===== src/hw/ofd_pkg.sv =====
// Constants shared by the interleave, mapping and pilot stage
package ofd_pkg;
  // Register byte offsets
  localparam logic [7:0]  CTRL_OFS        = 8'h00;
  localparam logic [7:0]  STAT_OFS        = 8'h04;
  // Control fields
  localparam int          CTRL_MOD_LSB    = 0;
  localparam int          CTRL_FFT_LSB    = 2;
  localparam int          CTRL_OFDMA_BIT  = 4;
  localparam int          CTRL_DS_BIT     = 5;
  localparam int          CTRL_PWR_LSB    = 6;
  localparam int          CTRL_PONLY_BIT  = 8;
  localparam int          CTRL_EN_BIT     = 9;
  localparam logic [31:0] CTRL_RST        = 32'h0000_0000;
  // Status fields
  localparam int          STAT_UNDER_BIT  = 16;
  localparam int          STAT_BUSY_BIT   = 17;
  // Codes
  localparam logic [1:0]  MOD_QPSK  = 2'h0;
  localparam logic [1:0]  MOD_QAM16 = 2'h1;
  localparam logic [1:0]  MOD_QAM64 = 2'h2;
  localparam logic [1:0]  FFT_64    = 2'h0;
  localparam logic [1:0]  FFT_128   = 2'h1;
  localparam logic [1:0]  FFT_256   = 2'h2;
  localparam logic [1:0]  FFT_512   = 2'h3;
  localparam logic [1:0]  PWR_REF   = 2'h0;
  localparam logic [1:0]  PWR_ATT   = 2'h1;
  localparam logic [1:0]  PWR_BST   = 2'h2;
  localparam logic [1:0]  KIND_NULL = 2'h0;
  localparam logic [1:0]  KIND_DATA = 2'h1;
  localparam logic [1:0]  KIND_PIL  = 2'h2;
  // Bit interleaver block lengths
  localparam logic [11:0] BLK_A_QPSK = 12'h120;
  localparam logic [11:0] BLK_A_Q16  = 12'h240;
  localparam logic [11:0] BLK_A_Q64  = 12'h360;
  localparam logic [11:0] BLK_M_QPSK = 12'h0c0;
  localparam logic [11:0] BLK_M_Q16  = 12'h180;
  localparam logic [11:0] BLK_M_Q64  = 12'h240;
  localparam int          MEM_BITS   = 2304;
  // Generator seeds and default index register taps
  localparam logic [9:0]  IDX_SEED    = 10'h05a;
  localparam logic [9:0]  IDX_TAPS_D  = 10'h240;
  localparam logic [10:0] PIL_SEED_DS = 11'h7ff;
  localparam logic [10:0] PIL_SEED_US = 11'h555;
  // Output scale factors, signed Q2.13
  localparam logic [15:0] SC_REF_QPSK = 16'h16a1;
  localparam logic [15:0] SC_REF_Q16  = 16'h0a1e;
  localparam logic [15:0] SC_REF_Q64  = 16'h04f0;
  localparam logic [15:0] SC_ATT_QPSK = 16'h0b50;
  localparam logic [15:0] SC_ATT_Q16  = 16'h050f;
  localparam logic [15:0] SC_ATT_Q64  = 16'h0278;
  localparam logic [15:0] SC_BST_QPSK = 16'h2d41;
  localparam logic [15:0] SC_BST_Q16  = 16'h143d;
  localparam logic [15:0] SC_BST_Q64  = 16'h09e0;
  localparam logic [15:0] PIL_BOOST   = 16'h2aab;
  localparam logic [15:0] PIL_UNIT    = 16'h2000;
  typedef enum logic [1:0] {ST_IDLE, ST_FILL, ST_DRAIN} ofd_state_e;
endpackage


===== src/hw/ofd_tx.sv =====
// Bit interleaver, constellation mapper and pilot generator with AHB-Lite control
//
// Design decisions made here: the AHB-Lite interface to the registers and the register offsets.
`timescale 1ns/1ps
`default_nettype none
// What this block does
// Block length is 288/576/864 OFDMA or 192/384/576 OFDM per modulation.
// At 64 points one 96-symbol block spans two OFDM symbols.
// At 128 points one 96-symbol block, no carrier permutation after.
// At 256 points two blocks per symbol, then simple symbol interleaver.
// At 512 points four blocks per symbol, then simple symbol interleaver.
// Bits per symbol follow modulation times transform size, 96 up to 2304.
// Index register is seeded with 0001011010 before every block.
// Output positions run from 1 to the block length.
// Each input bit steps the index register; its contents are the candidate.
// Candidates outside 1..n are dropped and stepping continues.
// Each bit is written at its accepted index.
// Mapper takes already interleaved bits one at a time.
// Reference scaling divides by root 2, 10 or 42.
// Upstream always uses reference scaling; downstream may attenuate or boost.
// Attenuated uses root 8, 40, 168; boosted uses the listed gains.
// Modulation and power are chosen per allocation.
// Scaled values go onto data carriers in order, one per carrier.
// Pilots are BPSK with zero imaginary part.
// Pilot sequence generator uses X^11 + X^2 + 1.
// Pilot seed is all ones downstream, 10101010101 upstream.
// First pilot bit on first usable carrier; DC and guards do not step.
// Pilot real part is 4/3*2*(1/2-w) in data, 2*(1/2-w) pilot-only.
// A ranging subscriber sends pilots at (1/2-w)/6, imaginary zero; no ranging level here, pilots use PIL_UNIT or PIL_BOOST.
// Index register feedback taps are a synthesis parameter.
// Gray bit-to-point assignment is held in a lookup table.
module ofd_tx #(
  parameter logic [9:0] IDX_TAPS = ofd_pkg::IDX_TAPS_D
) (
  input  wire logic        sys_clk_in,
  input  wire logic        arst_n_in,
  input  wire logic        hsel_in,
  input  wire logic [31:0] haddr_in,
  input  wire logic [1:0]  htrans_in,
  input  wire logic        hwrite_in,
  input  wire logic [2:0]  hsize_in,
  input  wire logic [31:0] hwdata_in,
  input  wire logic        hready_in,
  output logic      [31:0] hrdata_out,
  output logic             hreadyout_out,
  output logic             hresp_out,
  input  wire logic        bit_in,
  input  wire logic        bit_valid_in,
  output logic             bit_ready_out,
  input  wire logic        car_req_in,
  input  wire logic [1:0]  car_kind_in,
  input  wire logic        sym_start_in,
  output logic             car_ready_out,
  output logic             car_valid_out,
  output logic             car_pilot_out,
  output logic      [15:0] car_re_out,
  output logic      [15:0] car_im_out
);
  import ofd_pkg::*;

  logic [31:0] ctrl_r, hrdata_r;
  logic        hready_r, aw_r, under_r;
  logic [7:0]  aa_r;
  logic [15:0] frm_cnt_r;
  ofd_state_e  st_r;
  logic [1:0]  mod_r, pwr_r;
  logic        ofdma_r, ds_r, ponly_r;
  logic [11:0] blen_r, tot_r, wcnt_r, wbase_r, rcnt_r, rbase_r, roff_r;
  logic [2:0]  nblk_r, fblk_r, rblk_r, bps_r, rj_r, pcnt_r;
  logic [9:0]  lfsr_r, idx_r;
  logic        idx_ok_r, pend_ok_r;
  logic [5:0]  pend_r;
  logic [10:0] prbs_r;
  logic        mem_r [0:MEM_BITS-1];
  logic        valid_r, pilot_r;
  logic [15:0] re_r, im_r;

  // Block length per modulation and allocation style
  function automatic logic [11:0] blk_len(input logic [1:0] m, input logic a);
    if (m == MOD_QAM64)
      return a ? BLK_A_Q64 : BLK_M_Q64;
    else if (m == MOD_QAM16)
      return a ? BLK_A_Q16 : BLK_M_Q16;
    else
      return a ? BLK_A_QPSK : BLK_M_QPSK;
  endfunction

  // Blocks gathered before draining; OFDMA allocations drain one block at a time
  function automatic logic [2:0] blk_per(input logic [1:0] f, input logic a);
    if (a || f == FFT_64 || f == FFT_128)
      return 3'h1;
    else if (f == FFT_256)
      return 3'h2;
    else
      return 3'h4;
  endfunction

  // Bits per constellation point
  function automatic logic [2:0] bits_per(input logic [1:0] m);
    if (m == MOD_QAM64)
      return 3'h6;
    else if (m == MOD_QAM16)
      return 3'h4;
    else
      return 3'h2;
  endfunction

  // Index register step, taps set at build time
  function automatic logic [9:0] idx_step(input logic [9:0] v);
    return {v[8:0], ^(v & IDX_TAPS)};
  endfunction

  // Pilot sequence step, X^11 + X^2 + 1
  function automatic logic [10:0] pil_step(input logic [10:0] v);
    return {v[9:0], v[10] ^ v[1]};
  endfunction

  // Gray-coded axis level lookup, values in odd steps around zero
  function automatic logic [3:0] gray_lvl(input logic [2:0] g, input logic [1:0] m);
    logic [3:0] l;
    l = 4'h0;
    if (m == 2'h1) begin
      l = g[0] ? 4'h1 : 4'hf;
    end else if (m == 2'h2) begin
      case (g[1:0])
        2'h0:    l = 4'hd;
        2'h1:    l = 4'hf;
        2'h3:    l = 4'h1;
        default: l = 4'h3;
      endcase
    end else begin
      case (g)
        3'h0:    l = 4'h9;
        3'h1:    l = 4'hb;
        3'h3:    l = 4'hd;
        3'h2:    l = 4'hf;
        3'h6:    l = 4'h1;
        3'h7:    l = 4'h3;
        3'h5:    l = 4'h5;
        default: l = 4'h7;
      endcase
    end
    return l;
  endfunction

  // Scale per modulation and power; upstream always at reference
  function automatic logic [15:0] scale(input logic [1:0] m, input logic [1:0] p,
                                        input logic d);
    logic [1:0] pe;
    pe = d ? p : PWR_REF;
    if (pe == PWR_ATT)
      return (m == MOD_QAM64) ? SC_ATT_Q64 : (m == MOD_QAM16) ? SC_ATT_Q16 : SC_ATT_QPSK;
    else if (pe == PWR_BST)
      return (m == MOD_QAM64) ? SC_BST_Q64 : (m == MOD_QAM16) ? SC_BST_Q16 : SC_BST_QPSK;
    else
      return (m == MOD_QAM64) ? SC_REF_Q64 : (m == MOD_QAM16) ? SC_REF_Q16 : SC_REF_QPSK;
  endfunction

  // Signed level times scale, kept to 16 bits (largest product fits)
  function automatic logic [15:0] lvl_mul(input logic [3:0] l, input logic [15:0] s);
    logic [19:0] p;
    p = {{16{l[3]}}, l} * {4'h0, s};
    return p[15:0];
  endfunction

  // Bus address phase capture; zero wait states so hready is high from the first clock after reset
  always_ff @(posedge sys_clk_in or negedge arst_n_in) begin
    if (!arst_n_in) begin
      aw_r     <= 1'b0;
      aa_r     <= 8'h00;
      hready_r <= 1'b0;
    end else begin
      hready_r <= 1'b1;
      if (hready_in) begin
        aw_r <= hsel_in && htrans_in[1] && hwrite_in;
        aa_r <= haddr_in[7:0];
      end
    end
  end

  // Read data is prepared in the address phase; unmapped reads give zero
  always_ff @(posedge sys_clk_in or negedge arst_n_in) begin
    if (!arst_n_in) begin
      hrdata_r <= 32'h0000_0000;
    end else if (hready_in && hsel_in && htrans_in[1] && !hwrite_in) begin
      if (haddr_in[7:0] == CTRL_OFS)
        hrdata_r <= ctrl_r;
      else if (haddr_in[7:0] == STAT_OFS)
        hrdata_r <= {14'h0, st_r != ST_IDLE, under_r, frm_cnt_r};
      else
        hrdata_r <= 32'h0000_0000;
    end
  end

  // Control register write in the data phase
  always_ff @(posedge sys_clk_in or negedge arst_n_in) begin
    if (!arst_n_in)
      ctrl_r <= CTRL_RST;
    else if (aw_r && aa_r == CTRL_OFS)
      ctrl_r <= hwdata_in;
  end

  // Underrun flag: a new underrun wins over a write-one clear
  always_ff @(posedge sys_clk_in or negedge arst_n_in) begin
    if (!arst_n_in)
      under_r <= 1'b0;
    else if (car_req_in && car_kind_in == KIND_DATA && !pend_ok_r)
      under_r <= 1'b1;
    else if (aw_r && aa_r == STAT_OFS && hwdata_in[STAT_UNDER_BIT])
      under_r <= 1'b0;
  end

  // Sequencer: per-allocation settings latched at start, then fill, then drain
  always_ff @(posedge sys_clk_in or negedge arst_n_in) begin
    if (!arst_n_in) begin
      st_r    <= ST_IDLE;
      mod_r   <= MOD_QPSK;
      pwr_r   <= PWR_REF;
      ofdma_r <= 1'b0;
      ds_r    <= 1'b0;
      ponly_r <= 1'b0;
      blen_r  <= 12'h000;
      tot_r   <= 12'h000;
      nblk_r  <= 3'h1;
      bps_r   <= 3'h2;
    end else if (st_r == ST_IDLE) begin
      if (ctrl_r[CTRL_EN_BIT]) begin
        st_r    <= ST_FILL;
        mod_r   <= ctrl_r[CTRL_MOD_LSB +: 2];
        pwr_r   <= ctrl_r[CTRL_PWR_LSB +: 2];
        ofdma_r <= ctrl_r[CTRL_OFDMA_BIT];
        ds_r    <= ctrl_r[CTRL_DS_BIT];
        ponly_r <= ctrl_r[CTRL_PONLY_BIT];
        blen_r  <= blk_len(ctrl_r[CTRL_MOD_LSB +: 2], ctrl_r[CTRL_OFDMA_BIT]);
        nblk_r  <= blk_per(ctrl_r[CTRL_FFT_LSB +: 2], ctrl_r[CTRL_OFDMA_BIT]);
        bps_r   <= bits_per(ctrl_r[CTRL_MOD_LSB +: 2]);
        // Whole symbol at 256 and 512 points without OFDMA, one block otherwise
        tot_r   <= blk_len(ctrl_r[CTRL_MOD_LSB +: 2], ctrl_r[CTRL_OFDMA_BIT])
                   * {9'h0, blk_per(ctrl_r[CTRL_FFT_LSB +: 2], ctrl_r[CTRL_OFDMA_BIT])};
      end
    end else if (st_r == ST_FILL) begin
      if (idx_ok_r && bit_valid_in && wcnt_r == blen_r - 12'h001 && fblk_r == nblk_r - 3'h1)
        st_r <= ST_DRAIN;
    end else if (!pend_ok_r && rcnt_r == tot_r - 12'h001) begin
      st_r <= ST_IDLE;
    end
  end

  // Index generator and write side of the interleaver memory
  always_ff @(posedge sys_clk_in or negedge arst_n_in) begin
    if (!arst_n_in) begin
      lfsr_r    <= IDX_SEED;
      idx_r     <= 10'h000;
      idx_ok_r  <= 1'b0;
      wcnt_r    <= 12'h000;
      wbase_r   <= 12'h000;
      fblk_r    <= 3'h0;
      frm_cnt_r <= 16'h0000;
    end else if (st_r == ST_IDLE) begin
      lfsr_r   <= IDX_SEED;
      idx_ok_r <= 1'b0;
      wcnt_r   <= 12'h000;
      wbase_r  <= 12'h000;
      fblk_r   <= 3'h0;
    end else if (st_r == ST_FILL) begin
      if (!idx_ok_r) begin
        lfsr_r <= idx_step(lfsr_r);
        // Out-of-range candidates are simply skipped
        if (idx_step(lfsr_r) != 10'h000 && {2'h0, idx_step(lfsr_r)} <= blen_r) begin
          idx_r    <= idx_step(lfsr_r);
          idx_ok_r <= 1'b1;
        end
      end else if (bit_valid_in) begin
        idx_ok_r <= 1'b0;
        if (wcnt_r == blen_r - 12'h001) begin
          wcnt_r <= 12'h000;
          lfsr_r <= IDX_SEED;
          if (fblk_r == nblk_r - 3'h1) begin
            frm_cnt_r <= frm_cnt_r + 16'h0001;
          end else begin
            fblk_r  <= fblk_r + 3'h1;
            wbase_r <= wbase_r + blen_r;
          end
        end else begin
          wcnt_r <= wcnt_r + 12'h001;
        end
      end
    end
  end

  // Memory write at the accepted index, position 1 stored at offset 0
  always_ff @(posedge sys_clk_in) begin
    if (st_r == ST_FILL && idx_ok_r && bit_valid_in)
      mem_r[wbase_r + {2'h0, idx_r} - 12'h001] <= bit_in;
  end

  // Drain: blocks are visited round robin one point at a time, which is the
  // symbol interleave at 256 and 512 points without OFDMA and plain order otherwise
  always_ff @(posedge sys_clk_in or negedge arst_n_in) begin
    if (!arst_n_in) begin
      rcnt_r    <= 12'h000;
      rbase_r   <= 12'h000;
      roff_r    <= 12'h000;
      rblk_r    <= 3'h0;
      rj_r      <= 3'h0;
      pcnt_r    <= 3'h0;
      pend_r    <= 6'h00;
      pend_ok_r <= 1'b0;
    end else if (st_r == ST_IDLE) begin
      rcnt_r  <= 12'h000;
      rbase_r <= 12'h000;
      roff_r  <= 12'h000;
      rblk_r  <= 3'h0;
      rj_r    <= 3'h0;
      if (car_req_in && car_kind_in == KIND_DATA && pend_ok_r)
        pend_ok_r <= 1'b0;
    end else if (pend_ok_r) begin
      // Drain waits while a point is held for the carrier side
      if (car_req_in && car_kind_in == KIND_DATA)
        pend_ok_r <= 1'b0;
    end else if (st_r == ST_DRAIN) begin
      pend_r <= {pend_r[4:0], mem_r[rbase_r + roff_r + {9'h0, rj_r}]};
      rcnt_r <= rcnt_r + 12'h001;
      if (pcnt_r == bps_r - 3'h1) begin
        pcnt_r    <= 3'h0;
        pend_ok_r <= 1'b1;
      end else begin
        pcnt_r <= pcnt_r + 3'h1;
      end
      if (rj_r == bps_r - 3'h1) begin
        rj_r <= 3'h0;
        if (rblk_r == nblk_r - 3'h1) begin
          rblk_r  <= 3'h0;
          rbase_r <= 12'h000;
          roff_r  <= roff_r + {9'h0, bps_r};
        end else begin
          rblk_r  <= rblk_r + 3'h1;
          rbase_r <= rbase_r + blen_r;
        end
      end else begin
        rj_r <= rj_r + 3'h1;
      end
    end
  end

  // Pilot sequence: reseeded by symbol start, stepped on usable carriers only
  always_ff @(posedge sys_clk_in or negedge arst_n_in) begin
    if (!arst_n_in) begin
      prbs_r <= PIL_SEED_DS;
    end else if (car_req_in && (car_kind_in == KIND_PIL
                 || (car_kind_in == KIND_DATA && pend_ok_r))) begin
      if (sym_start_in)
        prbs_r <= pil_step(ds_r ? PIL_SEED_DS : PIL_SEED_US);
      else
        prbs_r <= pil_step(prbs_r);
    end else if (sym_start_in) begin
      prbs_r <= ds_r ? PIL_SEED_DS : PIL_SEED_US;
    end
  end

  // Carrier answer: data point, pilot or zero for DC and guard carriers
  always_ff @(posedge sys_clk_in or negedge arst_n_in) begin
    if (!arst_n_in) begin
      valid_r <= 1'b0;
      pilot_r <= 1'b0;
      re_r    <= 16'h0000;
      im_r    <= 16'h0000;
    end else begin
      valid_r <= 1'b0;
      pilot_r <= 1'b0;
      if (car_req_in && car_kind_in == KIND_PIL) begin
        valid_r <= 1'b1;
        pilot_r <= 1'b1;
        im_r    <= 16'h0000;
        // Sequence bit 0 gives the positive level
        if ((sym_start_in ? (ds_r ? PIL_SEED_DS[10] : PIL_SEED_US[10]) : prbs_r[10]))
          re_r <= 16'h0000 - (ponly_r ? PIL_UNIT : PIL_BOOST);
        else
          re_r <= ponly_r ? PIL_UNIT : PIL_BOOST;
      end else if (car_req_in && car_kind_in == KIND_DATA && pend_ok_r) begin
        valid_r <= 1'b1;
        if (mod_r == MOD_QAM64) begin
          re_r <= lvl_mul(gray_lvl(pend_r[5:3], 2'h3), scale(mod_r, pwr_r, ds_r));
          im_r <= lvl_mul(gray_lvl(pend_r[2:0], 2'h3), scale(mod_r, pwr_r, ds_r));
        end else if (mod_r == MOD_QAM16) begin
          re_r <= lvl_mul(gray_lvl({1'b0, pend_r[3:2]}, 2'h2), scale(mod_r, pwr_r, ds_r));
          im_r <= lvl_mul(gray_lvl({1'b0, pend_r[1:0]}, 2'h2), scale(mod_r, pwr_r, ds_r));
        end else begin
          re_r <= lvl_mul(gray_lvl({2'h0, pend_r[1]}, 2'h1), scale(mod_r, pwr_r, ds_r));
          im_r <= lvl_mul(gray_lvl({2'h0, pend_r[0]}, 2'h1), scale(mod_r, pwr_r, ds_r));
        end
      end else if (car_req_in && car_kind_in == KIND_NULL) begin
        valid_r <= 1'b1;
        re_r    <= 16'h0000;
        im_r    <= 16'h0000;
      end
    end
  end

  assign hrdata_out    = hrdata_r;
  assign hreadyout_out = hready_r;
  assign hresp_out     = 1'b0;
  assign bit_ready_out = idx_ok_r;
  assign car_ready_out = pend_ok_r;
  assign car_valid_out = valid_r;
  assign car_pilot_out = pilot_r;
  assign car_re_out    = re_r;
  assign car_im_out    = im_r;
endmodule
`default_nettype wire

===== config.mk =====
export PLATFORM = sky130hd
export DESIGN_NAME = ofd_tx
export DESIGN_NICKNAME = d
export VERILOG_FILES = /design/src/hw/ofd_pkg.sv /design/src/hw/ofd_tx.sv
export SDC_FILE = /design/constraint.sdc
export NUM_CORES = 2
export LEC_CHECK = 0
export CORE_UTILIZATION = 42
export DETAILED_ROUTE_END_ITERATION = 10
export DONT_BUFFER_PORTS = 1
export GPL_ROUTABILITY_DRIVEN = 0
export GPL_TIMING_DRIVEN = 1
export SYNTH_ARGS = -nofsm -noshare
export SYNTH_HDL_FRONTEND = slang
export SYNTH_SLANG_ARGS = --single-unit
export TNS_END_PERCENT = 100

===== constraint.sdc =====
create_clock -name sys_clk_in -period 9.2 [get_ports sys_clk_in]
set_input_delay 1.84 -clock sys_clk_in [delete_from_list [all_inputs] [get_ports sys_clk_in]]
set_output_delay 1.84 -clock sys_clk_in [all_outputs]
set_load 0.02 [all_outputs]

==> impl_metrics.tcl <==
set metrics [dict create \
    core_area_mm2 0.291 \
    rsz0062_at_grt "no" \
    setup.worst_path.start "ds_r" \
    dieArea_mm2 0.295 \
    register_area_mm2 0.0755 \
    synth_top_area_cell "edfxtp_1" \
    clkLatencyLatePin_ns 0.88 \
    yosys_register_bits 2554 \
    num_io_pins 150 \
    h-tree-depth 5 \
    final_cells 12700 \
    placed_area_mm2 0.126 \
    drt.antenna.violating_nets 0 \
    synth_cell_types 82 \
    r2r_end "car_re_out[15]" \
    synth_seq_area_share_pct 61.4 \
    fillerInstances 25600 \
    drtIter0Drc 9652 \
    clock_path_buffers 4 \
    arrival_ns 7.01 \
    synth_area_mm2 0.123 \
    ctsHoldBuffers 0 \
    start_util_pct 42.2 \
    vias_per_cell 6.20 \
    outcome "finished, final reports clean" \
    root_buffer "clkbuf_16" \
    ir_drop_mv 0.606 \
    r2r_slack_ns 2.92 \
    crit_type "register to register" \
    postCtsSetupBuffers 0 \
    cpPeakStageDelay_ns 0.51 \
    p_leak_uw 0.0421 \
    dr_total_vias 78400 \
    postLayoutCellArea_mm2 0.135 \
    fp-row-count 198 \
    areaGrowthSynthToFinish_pct 9.82 \
    multi_input_area_mm2 0.0432 \
    wl_mm 353 \
    max_slew_margin_pct 4.52 \
    synth_common_cells "nor3_1 (2,347), edfxtp_1 (2,304), clkbuf_1 (741)" \
    die_w_um 543 \
    port_buffers 0 \
    grt_pass1_vias 77300 \
    first_pass_iters 6 \
    cts_resized 0 \
    wl_per_cell_um 27.9 \
    worst-slew-pin-transition_ns 1.42 \
    final_nets 8981 \
    setup_violations 0 \
    numCtsBuffers 280 \
    synth_area_per_cell_um2 13.6 \
    drc 0 \
    netlist_instances 9048 \
    synth_edf_count 2304 \
    postLayoutCoreUtil_pct 46.4 \
    drive_gt1_share_pct 15.7 \
    ys.flop_type "edfxtp_1" \
    finalHoldViolCount 0 \
    final.setup.tns_ns 0 \
    grt_overflow 0 \
    die_h_um 543 \
    crit_fanout 26 \
    clk_pin_slew_ns 0.06 \
    min_path_type "register to register" \
    critPathCaptureType "register" \
    period_share_pct 68.2 \
    period_needed_ns 6.28 \
    cp.required_ns 9.93 \
    numPlacedInstances 12200 \
    path_buf_inv 7 \
    yosysMostFrequentCell "nor3_1" \
    antenna_found_initial 13 \
    cp_slowest_cell "fa_1" \
    ys.warnings.count 0 \
    grt_max_degree 402 \
    cp_common_cell "inv_1" \
    start_kind "register" \
    async_flop_share_pct 9.79 \
    max_cap_violations 0 \
    max_freq_mhz 159 \
    hpwl_mm 187 \
    cp_top_family "adder cells" \
    worst-r2r-cell-count 26 \
    regToRegStartpoint "ds_r" \
    cts_sinks 2554 \
    synth_top_area_share_pct 56.3 \
    grt_pass1_wl_mm 520 \
    synth_area_leaders "edfxtp_1 (56%), mux4_2 (12%), nor3_1 (9.6%)" \
    p_per_area_mw_per_mm2 254 \
    crit_cells 26 \
    grt.total_usage_pct 23.7 \
    finClkSkew_ns 0.0802 \
    tritoncts "yes" \
    slew_viol_final 0 \
    critPathCapture "car_re_out[15]" \
]
[logic make-up (layout without fill, tap and decap cells)]
| kind of cell | count (synthesis) | count (layout) | synth area share [%] |
|---|---|---|---|
| buffers and inverters | 1192 | 891 | 4.00 |
| AOI/OAI and AO/OA | 593 | 593 | 3.12 |
| other | 2 | 7 | 0.00611 |
| DFF | 2554 | 2554 | 61.4 |
| adders and majority gates | 363 | 363 | 4.20 |
| and+or+nand+nor | 3415 | 3415 | 13.4 |
| muxes | 755 | 755 | 12.6 |
| xor gates and xnor gates | 174 | 174 | 1.24 |
[power breakdown]
| part | internal (uW) | leakage [uW] | switching [uW] |
|---|---|---|---|
| registers | 12800 | 0.0240 | 95.6 |
| logic | 1120 | 0.0138 | 9230 |
| clock network | 6430 | 0.00432 | 4660 |
| total | 20300 | 0.0421 | 14000 |
[placed cells by master, fill, tap and decap left out, types with 15 or more instances in the layout]
cell type,instances
nor3_1,2345
edfxtp_1,2304
mux4_2,630
nand2_1,466
clkbuf_16,290
ha_1,278
dfrtp_1,232
inv_1,218
nor2_1,198
o21ai_0,157
buf_4,150
a21oi_1,110
xnor2_1,106
nand3_1,102
fa_1,82
mux2i_1,73
clkbuf_1,70
xor2_1,60
a211oi_1,56
mux2_2,52
clkinv_1,50
nand4_1,49
nor2b_1,45
nand2_4,44
a31oi_1,41
clkinv_2,34
a21o_1,32
nand2_2,29
and3_1,24
nand2b_1,22
bufinv_16,21
a22o_1,19
buf_12,19
o21bai_1,18
and2_1,18
o22ai_1,18
dfstp_2,17
or2_2,15
nor4_1,15
[layout make-up]
cell class              instances  share of cell area (%)
flip-flops and latches       2554                    55.9
clock inverters               127                   0.947
well taps                    3900                    3.62
diodes                          4                 0.00742
inverters                     220                   0.612
multi-input cells            5303                    32.0
repair buffers                179                    1.32
clock buffers                 365                    5.62
[stage by stage]
stage | total power, uW | setup slack, ns | hold slack [ns]
detailed placement | 23300 | 2.83 | 0.475
global placement | 23000 | 2.89 | 0.468
CTS | 34200 | 2.84 | 0.484
finish | 34300 | 2.92 | 0.482
floorplan | 20300 | 3.22 | 0.441
global route | 35500 | 2.38 | 0.504
[worst min-delay path by stage]
stage / cells past startpoint / end / slack [ns] / startpoint
finish: 1 / frm_cnt_r[15] / 0.48 / frm_cnt_r[15]
global route: 1 / frm_cnt_r[14] / 0.50 / frm_cnt_r[14]
CTS: 1 / frm_cnt_r[15] / 0.48 / frm_cnt_r[15]
detailed placement: 1 / hrdata_out[30] / 0.47 / ctrl_r[30]
global placement: 1 / frm_cnt_r[15] / 0.47 / frm_cnt_r[15]
floorplan: 1 / frm_cnt_r[15] / 0.44 / frm_cnt_r[15]
[layer usage]
layer	up-vias	global-route usage, %	share of wire, %
li1	33700	-	-
met1	40300	32.3	39
met2	3707	37.8	47
met3	655	4.86	10
met4	12	8.21	3.8
met5	-	0	0.022
[flip-flops by register name, indices dropped and copies added, names as in the netlist, 3 cells and up]
name and flops:
fblk_r 3, nblk_r 3, mem_r 2304, idx_r 10
aa_r 8, rblk_r 3, car_im_out 16, tot_r 7
pend_r 6, roff_r 11, hrdata_out 32, blen_r 5
rcnt_r 12, prbs_r 11, car_re_out 16, frm_cnt_r 16
rj_r 3, lfsr_r 10, wbase_r 7, rbase_r 7
ctrl_r 32, pcnt_r 3, wcnt_r 12
(Power assumes the default switching activity.)
